**config.mk**
```make
export PLATFORM = sky130hd
export DESIGN_NAME = ttp_timers
export DESIGN_NICKNAME = d
export VERILOG_FILES = /design/src/hdl/ttp_pkg.sv /design/src/hdl/ttp_osc_div.sv /design/src/hdl/ttp_reload_counter.sv /design/src/hdl/ttp_timers.sv
export SDC_FILE = /design/constraint.sdc
export NUM_CORES = 1
export LEC_CHECK = 0
export BUFFER_PORTS_ARGS = -buffer_cell sky130_fd_sc_hd__buf_2
export CORE_UTILIZATION = 40
export CTS_CLUSTER_SIZE = 20
export DETAILED_ROUTE_END_ITERATION = 10
export GPL_TIMING_DRIVEN = 0
export REMOVE_ABC_BUFFERS = 1
export SLEW_MARGIN = 20
export SYNTH_ARGS = -nofsm -noshare
export SYNTH_HDL_FRONTEND = slang
export SYNTH_HIERARCHICAL = 1
export SYNTH_SLANG_ARGS = --single-unit
```
**constraint.sdc**
```tcl
create_clock -name ref_clk -period 3 [get_ports ref_clk]
set_clock_uncertainty 0.1 [all_clocks]
set_input_delay 0.3 -clock ref_clk [delete_from_list [all_inputs] [get_ports ref_clk]]
set_output_delay 0.3 -clock ref_clk [all_outputs]
set_load 0.02 [all_outputs]
```
**src/hdl/ttp_pkg.sv**
```systemverilog
// constants and carrier types of the triple timer with prescaler
package ttp_pkg;
    localparam int unsigned CNT_W = 8;
    localparam int unsigned ADDR_W = 5;

    // register byte offsets
    localparam logic [4:0] OFF_PRESCALER_ONE = 5'h00;
    localparam logic [4:0] OFF_TIMER_ONE     = 5'h04;
    localparam logic [4:0] OFF_T2_PRIMARY    = 5'h08;
    localparam logic [4:0] OFF_T2_SECONDARY  = 5'h0c;
    localparam logic [4:0] OFF_TIMER_THREE   = 5'h10;
    localparam logic [4:0] OFF_CONTROL       = 5'h14;
    localparam logic [4:0] OFF_IRQ_REQUEST   = 5'h18;

    // control register field positions
    localparam int unsigned CTRL_T1_STOP_BIT = 0;
    localparam int unsigned CTRL_T2_STOP_BIT = 1;
    localparam int unsigned CTRL_T3_STOP_BIT = 2;
    localparam int unsigned CTRL_T2_SRC_BIT  = 3;
    localparam int unsigned CTRL_T3_SRC_BIT  = 4;
    localparam int unsigned CTRL_W           = 5;

    // request register field positions
    localparam int unsigned IRQ_T1_BIT = 0;
    localparam int unsigned IRQ_T2_BIT = 1;
    localparam int unsigned IRQ_T3_BIT = 2;
    localparam int unsigned IRQ_W      = 3;

    // reset values
    localparam logic [7:0] RST_COUNT   = 8'hff;
    localparam logic [4:0] RST_CONTROL = 5'h00;
    localparam logic [2:0] RST_IRQ     = 3'h0;

    // oscillator divider feeding the prescaler
    localparam int unsigned OSC_DIV   = 16;
    localparam int unsigned OSC_DIV_W = 4;
    localparam logic [3:0]  OSC_LAST  = 4'(OSC_DIV - 1);

    typedef struct packed {
        logic t3_src;
        logic t2_src;
        logic t3_stop;
        logic t2_stop;
        logic t1_stop;
    } ttp_ctrl_s;

    typedef struct packed {
        logic t3;
        logic t2;
        logic t1;
    } ttp_irq_s;

    typedef enum logic {PHASE_PRIMARY, PHASE_SECONDARY} ttp_phase_e;
endpackage : ttp_pkg

```
**src/hdl/ttp_osc_div.sv**
```systemverilog
// divide-by-sixteen enable generator for the prescaler
`timescale 1ns/1ps
`default_nettype none
module ttp_osc_div (
    input  wire logic ref_clk,
    input  wire logic rst_n,
    output logic      tick
);
    logic [ttp_pkg::OSC_DIV_W-1:0] div_reg;

    always_ff @(posedge ref_clk or negedge rst_n) begin
        if (!rst_n) begin
            div_reg <= '0;
        end else begin
            div_reg <= div_reg + 4'h1;
        end
    end

    assign tick = (div_reg == ttp_pkg::OSC_LAST);
endmodule : ttp_osc_div
`default_nettype wire

```
**src/hdl/ttp_reload_counter.sv**
```systemverilog
// 8-bit down counter with reload on underflow and direct load
`timescale 1ns/1ps
`default_nettype none
module ttp_reload_counter (
    input  wire logic       ref_clk,
    input  wire logic       rst_n,
    input  wire logic       count_en,
    input  wire logic       load_en,
    input  wire logic [7:0] load_value,
    input  wire logic [7:0] reload_value,
    output logic      [7:0] count_reg,
    output logic            underflow
);
    // a software load in the same cycle wins and swallows the underflow
    assign underflow = count_en && !load_en && (count_reg == 8'h00);

    always_ff @(posedge ref_clk or negedge rst_n) begin
        if (!rst_n) begin
            count_reg <= ttp_pkg::RST_COUNT;
        end else if (load_en) begin
            count_reg <= load_value;
        end else if (underflow) begin
            count_reg <= reload_value;
        end else if (count_en) begin
            count_reg <= count_reg - 8'h01;
        end
    end
endmodule : ttp_reload_counter
`default_nettype wire

```
**src/hdl/ttp_timers.sv**
```systemverilog
// three reload timers with prescaler behind an avalon-mm slave
`timescale 1ns/1ps
`default_nettype none
module ttp_timers (
    input  wire logic        ref_clk,
    input  wire logic        rst_n,
    input  wire logic [4:0]  avs_address,
    input  wire logic        avs_read,
    input  wire logic        avs_write,
    input  wire logic [31:0] avs_writedata,
    output logic      [31:0] avs_readdata,
    output logic             avs_waitrequest,
    output logic      [2:0]  irq_request,
    output logic             t2_underflow_pulse,
    output logic             t3_underflow_pulse
);
    ////////////////////////////////////////////////////////////////////////////
    // bus slave
    logic                ack_reg;
    logic                wr_go;
    logic                rd_capture;
    logic [7:0]          wdata;
    logic [31:0]         rdata_next;
    ttp_pkg::ttp_ctrl_s  ctrl_reg;
    ttp_pkg::ttp_irq_s   irq_reg;
    ttp_pkg::ttp_irq_s   irq_next;
    ttp_pkg::ttp_phase_e phase_reg;
    logic [7:0]          pre_latch_reg;
    logic [7:0]          t1_latch_reg;
    logic [7:0]          t2_pri_latch_reg;
    logic [7:0]          t2_sec_latch_reg;
    logic [7:0]          t3_latch_reg;
    logic [7:0]          pre_count;
    logic [7:0]          t1_count;
    logic [7:0]          t2_count;
    logic [7:0]          t3_count;
    logic                pre_uf;
    logic                t1_uf;
    logic                t2_uf;
    logic                t3_uf;
    logic                osc_tick;
    logic                t2_en;
    logic                t3_en;
    logic                pre_load;
    logic                t1_load;
    logic                t2_load;
    logic                t3_load;
    logic [7:0]          t2_reload;

    // one wait state: read data is captured in the first cycle
    assign avs_waitrequest = (avs_read || avs_write) && !ack_reg;
    assign wr_go           = avs_write && ack_reg;
    assign rd_capture      = avs_read && !ack_reg;
    assign wdata           = avs_writedata[7:0];

    always_ff @(posedge ref_clk or negedge rst_n) begin
        if (!rst_n) begin
            ack_reg <= 1'b0;
        end else begin
            ack_reg <= (avs_read || avs_write) && !ack_reg;
        end
    end

    always_comb begin
        rdata_next = 32'h0000_0000;
        unique case (avs_address)
            ttp_pkg::OFF_PRESCALER_ONE: rdata_next[7:0] = pre_count;
            ttp_pkg::OFF_TIMER_ONE:     rdata_next[7:0] = t1_count;
            ttp_pkg::OFF_T2_PRIMARY:    rdata_next[7:0] = t2_count;
            ttp_pkg::OFF_T2_SECONDARY:  rdata_next[7:0] = t2_sec_latch_reg;
            ttp_pkg::OFF_TIMER_THREE:   rdata_next[7:0] = t3_count;
            ttp_pkg::OFF_CONTROL:       rdata_next[4:0] = ctrl_reg;
            ttp_pkg::OFF_IRQ_REQUEST:   rdata_next[2:0] = irq_reg;
            default:                    rdata_next = 32'h0000_0000;
        endcase
    end

    always_ff @(posedge ref_clk or negedge rst_n) begin
        if (!rst_n) begin
            avs_readdata <= 32'h0000_0000;
        end else if (rd_capture) begin
            avs_readdata <= rdata_next;
        end
    end

    always_ff @(posedge ref_clk or negedge rst_n) begin
        if (!rst_n) begin
            ctrl_reg <= ttp_pkg::RST_CONTROL;
        end else if (wr_go && avs_address == ttp_pkg::OFF_CONTROL) begin
            ctrl_reg <= avs_writedata[ttp_pkg::CTRL_W-1:0];
        end
    end

    ////////////////////////////////////////////////////////////////////////////
    // reload latches
    always_ff @(posedge ref_clk or negedge rst_n) begin
        if (!rst_n) begin
            pre_latch_reg    <= ttp_pkg::RST_COUNT;
            t1_latch_reg     <= ttp_pkg::RST_COUNT;
            t2_pri_latch_reg <= ttp_pkg::RST_COUNT;
            t2_sec_latch_reg <= ttp_pkg::RST_COUNT;
            t3_latch_reg     <= ttp_pkg::RST_COUNT;
        end else if (wr_go) begin
            // latches follow every write; the timer two and three counter copies are gated below by their stop bits
            if (avs_address == ttp_pkg::OFF_PRESCALER_ONE) pre_latch_reg <= wdata;
            if (avs_address == ttp_pkg::OFF_TIMER_ONE) t1_latch_reg <= wdata;
            if (avs_address == ttp_pkg::OFF_T2_PRIMARY) t2_pri_latch_reg <= wdata;
            if (avs_address == ttp_pkg::OFF_T2_SECONDARY) t2_sec_latch_reg <= wdata;
            if (avs_address == ttp_pkg::OFF_TIMER_THREE) t3_latch_reg <= wdata;
        end
    end

    ////////////////////////////////////////////////////////////////////////////
    // counters
    assign pre_load = wr_go && avs_address == ttp_pkg::OFF_PRESCALER_ONE;
    assign t1_load  = wr_go && avs_address == ttp_pkg::OFF_TIMER_ONE;
    assign t2_load  = wr_go && avs_address == ttp_pkg::OFF_T2_PRIMARY && ctrl_reg.t2_stop;
    assign t3_load  = wr_go && avs_address == ttp_pkg::OFF_TIMER_THREE && ctrl_reg.t3_stop;
    // source bit set: every oscillator cycle for timer two, timer one underflow for timer three; else the divided tick
    assign t2_en    = (ctrl_reg.t2_src ? 1'b1 : osc_tick) && !ctrl_reg.t2_stop;
    assign t3_en    = (ctrl_reg.t3_src ? t1_uf : osc_tick) && !ctrl_reg.t3_stop;
    // the reload taken at an underflow is the latch of the following phase
    assign t2_reload = (phase_reg == ttp_pkg::PHASE_PRIMARY) ? t2_sec_latch_reg : t2_pri_latch_reg;

    ttp_osc_div u_osc_div (
        .ref_clk (ref_clk),
        .rst_n   (rst_n),
        .tick    (osc_tick)
    );

    ttp_reload_counter u_prescaler (
        .ref_clk      (ref_clk),
        .rst_n        (rst_n),
        .count_en     (osc_tick),
        .load_en      (pre_load),
        .load_value   (wdata),
        .reload_value (pre_latch_reg),
        .count_reg    (pre_count),
        .underflow    (pre_uf)
    );

    ttp_reload_counter u_timer_one (
        .ref_clk      (ref_clk),
        .rst_n        (rst_n),
        .count_en     (pre_uf && !ctrl_reg.t1_stop),
        .load_en      (t1_load),
        .load_value   (wdata),
        .reload_value (t1_latch_reg),
        .count_reg    (t1_count),
        .underflow    (t1_uf)
    );

    ttp_reload_counter u_timer_two (
        .ref_clk      (ref_clk),
        .rst_n        (rst_n),
        .count_en     (t2_en),
        .load_en      (t2_load),
        .load_value   (wdata),
        .reload_value (t2_reload),
        .count_reg    (t2_count),
        .underflow    (t2_uf)
    );

    ttp_reload_counter u_timer_three (
        .ref_clk      (ref_clk),
        .rst_n        (rst_n),
        .count_en     (t3_en),
        .load_en      (t3_load),
        .load_value   (wdata),
        .reload_value (t3_latch_reg),
        .count_reg    (t3_count),
        .underflow    (t3_uf)
    );

    // a primary write while stopped restarts the sequence in the primary phase
    always_ff @(posedge ref_clk or negedge rst_n) begin
        if (!rst_n) begin
            phase_reg <= ttp_pkg::PHASE_PRIMARY;
        end else if (t2_load) begin
            phase_reg <= ttp_pkg::PHASE_PRIMARY;
        end else if (t2_uf) begin
            unique case (phase_reg)
                ttp_pkg::PHASE_PRIMARY:   phase_reg <= ttp_pkg::PHASE_SECONDARY;
                ttp_pkg::PHASE_SECONDARY: phase_reg <= ttp_pkg::PHASE_PRIMARY;
            endcase
        end
    end

    ////////////////////////////////////////////////////////////////////////////
    // request flags and underflow pulses
    always_comb begin
        irq_next = irq_reg;
        // software may only clear: a written zero clears, a one keeps
        if (wr_go && avs_address == ttp_pkg::OFF_IRQ_REQUEST) begin
            irq_next = irq_reg & avs_writedata[ttp_pkg::IRQ_W-1:0];
        end
        // set after clear so a same-cycle event is never lost
        irq_next.t1 = irq_next.t1 | t1_uf;
        irq_next.t2 = irq_next.t2 | t2_uf;
        irq_next.t3 = irq_next.t3 | t3_uf;
    end

    always_ff @(posedge ref_clk or negedge rst_n) begin
        if (!rst_n) begin
            irq_reg <= ttp_pkg::RST_IRQ;
        end else begin
            irq_reg <= irq_next;
        end
    end

    always_ff @(posedge ref_clk or negedge rst_n) begin
        if (!rst_n) begin
            t2_underflow_pulse <= 1'b0;
            t3_underflow_pulse <= 1'b0;
        end else begin
            t2_underflow_pulse <= t2_uf;
            t3_underflow_pulse <= t3_uf;
        end
    end

    assign irq_request = irq_reg;
endmodule : ttp_timers
`default_nettype wire

```
==> results.txt <==
----------------------------------------------------
[Synth]
  Synth area leaders ... dfstp_2 (34%), dfrtp_1 (11%), mux2_2 (11%)
  Sequential fraction of the synthesis area ... 44.9%
  Area fraction of the dominant cell type after synthesis ... 34.1%
  Number of synthesized flops with an enable pin ... 0
  Count of synthesis-stage warnings from yosys ... 6
  Largest area contributor in the netlist ... dfstp_2
  Fraction of synthesis flops using an asynchronous set or reset pin ... 100%
  Most frequently used cell type in the post-synthesis netlist ... dfstp_2
  Combinational family with the most area after synthesis ... multiplexers
  Most frequently used flop master after synthesis ... dfstp_2
  Xor-xnor portion of the synthesized cell area ... 1.11%
  Multiplexer area fraction after synthesis ... 16.7%
  Post-Synth Adder-Cell Area ... 1.13%
  Synth cell types ... 60
  Number of cells produced by synthesis ... 507
  Syn_area_per_cell ... 10.9 um^2
  Fraction of the mapped netlist area in compound gates ... 14.0%
  Post-synthesis simple-gate area fraction ... 16.5%
  Synthesized area ... 0.00555 mm^2
  Seq cells post-synth ... 96
  Synth top cells by count ... dfstp_2 (72), mux2_2 (52), nor2_1 (33)

[Finish]
  Fill cells ... 1240
  Number of nets in the final layout ... 587
  Area added between synthesis and finish ... 11.9%
  Share of layout cells above drive strength 1 ... 39.7%
  Antenna Cells ... 0
  Finished Cell Area ... 0.00620 mm^2

[Floorplan]
  Core outline area ... 0.0134 mm^2
  Floorplan row count ... 42
  # IOs ... 79
  Initial core utilization ... 41.4%
  Vertical die dimension ... 120 um
  Total die area ... 0.0143 mm^2
  Die extent in x ... 120 um

[Routing]
  First-iteration detailed-routing DRC count ... 470
  Routed vias/inst ... 5.72
  WL final ... 13.8 mm
  Overall via count from detail_route ... 4129
  Count of TritonRoute iterations in the first routing pass ... 5
  Average detailed-routed wire length per instance ... 19.2 um
  Final routed DRC violation total ... 0
  Number of antenna-violating nets in the routed design ... 0

[Timing]
  Max-slew headroom ... 58.8%
  Setup total negative slack ... 0 ns
  Final critical-path required period ... 2.89 ns
  Final Hold Violating Endpoints ... 0
  Maximum clock frequency ... 346 MHz
  Slew at the pin closest to its max-slew limit ... 0.617 ns
  Setup-failing EPs final ... 0
  Fraction of the cycle the final worst path needs ... 96.3%
  Max Transition Viols Final ... 0

[GRT]
  Maximum number of pins on one net before global-route repair ... 60
  Antenna violations before repair ... 0
  Global-route wire length before repair ... 22.3 mm
  Total congestion overflow after global routing ... 0
  Number of global-route vias before repair ... 4028
  Total global routing track utilization ... 20.5%

[Setup path]
  Register-to-Register Setup Slack ... 0.11 ns
  Worst Setup End Kind ... register
  Critical path class ... reg -> reg
  Worst reg2reg path depth ... 13
  Worst EP required ... 3.17 ns
  Cell-by-cell listing of the critical path ... inv_1 > ha_1 > nor4b_4 > nand2_2 > nor2_2 > nor2b_4 > nand2b_1 > nor2_2 > mux2i_1 > nor2_2 > nand3b_1 > mux2_1 > mux2_2
  Worst path buffer plus inverter count ... 1
  Data arrival time of the critical path ... 3.06 ns
  Max stage delay cell, worst path ... dfstp_2
  Reg-to-reg critical path startpoint ... u_prescaler/count_reg[0]$_DFFE_PN1P_
  CP most frequent cell ... nor2_2
  Delay contributed by the slowest stage of the critical path ... 0.40 ns
  Highest net fanout along the worst path ... 6
  Largest delay share family, worst path ... simple AND/OR/NAND/NOR gates
  Worst flop-to-flop path endpoint ... u_timer_three/count_reg[6]$_DFFE_PN1P_
  Crit start category ... register

[Hold path]
  Tightest Hold Check Type ... in -> reg
  Destination of the worst hold path ... ack_reg$_DFF_PN0_
  Start point of the worst min-delay path ... avs_read
  Worst hold path cell count ... 3

[Clocking]
  Deepest clock path buffer count ... 2
  TritonCTS clock tree ... done
  Worst-Skew Late Latency ... 0.34 ns
  Root buffer cell ... clkbuf_16
  Htree depth ... 3
  Clock transition at the register clock pins on the worst setup and hold paths after CTS ... 0.06 ns
  Total number of clock tree sinks ... 96
  Number of buffers created by CTS ... 9

[Status]
  Result of the run ... finished, final reports clean

[Job]
  Max-cap check violation count ... 0

[Placed design]
  Placement Cell Area ... 0.00577 mm^2
  Last weighted congestion value of the routability-driven placer ... 0.825
  Number of input and output port buffers inserted ... 30
  Post-DP HPWL ... 9.56 mm

[Pwr]
  PD cells ... 737 mW/mm^2
  Maximum vdd ir drop ... 0.000317 V
  Static leakage ... 2.56 nW

----------------------------------------------------
==> stage by stage <==
| stage | power, W | instances | utilization, % | worst slack, ns | hold WS (ns) |
|---|---|---|---|---|---|
| after floorplan | 0.00293 | 490 | - | -0.167 | -0.0956 |
| after detailed placement | 0.00333 | 697 | 43.1 | -1.52 | 0.127 |
| after global routing | 0.00483 | 722 | 46.3 | -0.0219 | 0.166 |
| after CTS | 0.00459 | 720 | 46.1 | 0.0306 | 0.137 |
| final | 0.00457 | 722 | 46.3 | 0.110 | 0.135 |
| after global placement | 0.00329 | 696 | 42.8 | -1.53 | 0.350 |
==> placed cells by master (no fill, tap or decap), drive strengths merged, types with 15 or more instances in the layout <==
cell,n
o21ai,39
a21oi,20
dfrtp,24
a22oi,16
nor2,34
buf,39
mux2i,17
conb,24
nor3,15
mux2,63
dfstp,72
nand2,25
==> per-layer routing <==
layer	routed length [um]	up-vias	GRT usage [%]
met5	0	-	0
met4	493	0	10.3
met3	563	25	2.28
met2	6360	152	31.4
met1	6430	2051	28.5
li1	-	1901	-
==> worst register-to-register path, cell delays in order (launching register included) <==
cell	delay [ns]
dfstp_2	0.40
inv_1	0.07
ha_1	0.22
nor4b_4	0.25
nand2_2	0.15
nor2_2	0.15
nor2b_4	0.18
nand2b_1	0.14
nor2_2	0.16
mux2i_1	0.11
nor2_2	0.19
nand3b_1	0.11
mux2_1	0.32
mux2_2	0.26
==> repair_timing <==
item,CTS,global route
setup endpoints to repair,19,10
endpoints found under the hold margin,10,0
setup buffers,6,2
hold buffers,1,0
gates resized for setup,9,6
pin swaps,3,2
==> power by group <==
part           switching (W)  total, W  internal, W  leakage [nW]
logic               0.000588   0.00117     0.000585          1.34
registers           0.000431   0.00217      0.00174          1.07
clock network       0.000472   0.00123     0.000753         0.154
==> logic make-up (layout without fill, tap and decap cells) <==
logic type	Yosys count	count (layout)
AND/OR/NAND/NOR	147	147
AO/OA/AOI/OAI	120	120
flip-flops	96	96
multiplexers	81	81
buffers and inverters	50	66
XOR/XNOR	7	7
adder cells (fa/ha/maj)	5	5
other	1	24
==> layout make-up <==
type	instances	area (um^2)	share of cell area, %
Clock buffer	13	250	4.03
Clock inverter	3	65.1	1.05
Inverter	10	41.3	0.666
Multi-Input combinational cell	384	2880	46.4
Sequential cell	96	2490	40.2
Tap cell	176	220	3.55
Timing Repair Buffer	40	256	4.13
==> worst max-delay path by stage <==
stage	startpoint	end	cells after the start
detailed placement	avs_address[2]	u_timer_three/count_reg[5]$_DFFE_PN1P_	15
floorplan	ack_reg$_DFF_PN0_	u_timer_three/count_reg[6]$_DFFE_PN1P_	13
finish	u_prescaler/count_reg[0]$_DFFE_PN1P_	u_timer_three/count_reg[6]$_DFFE_PN1P_	13
global placement	avs_address[2]	u_timer_three/count_reg[6]$_DFFE_PN1P_	15
CTS	ack_reg$_DFF_PN0_	u_timer_three/count_reg[6]$_DFFE_PN1P_	13
global route	u_prescaler/count_reg[0]$_DFFE_PN1P_	u_timer_three/count_reg[6]$_DFFE_PN1P_	13
No activity file was read; power rests on OpenSTA's default activity.
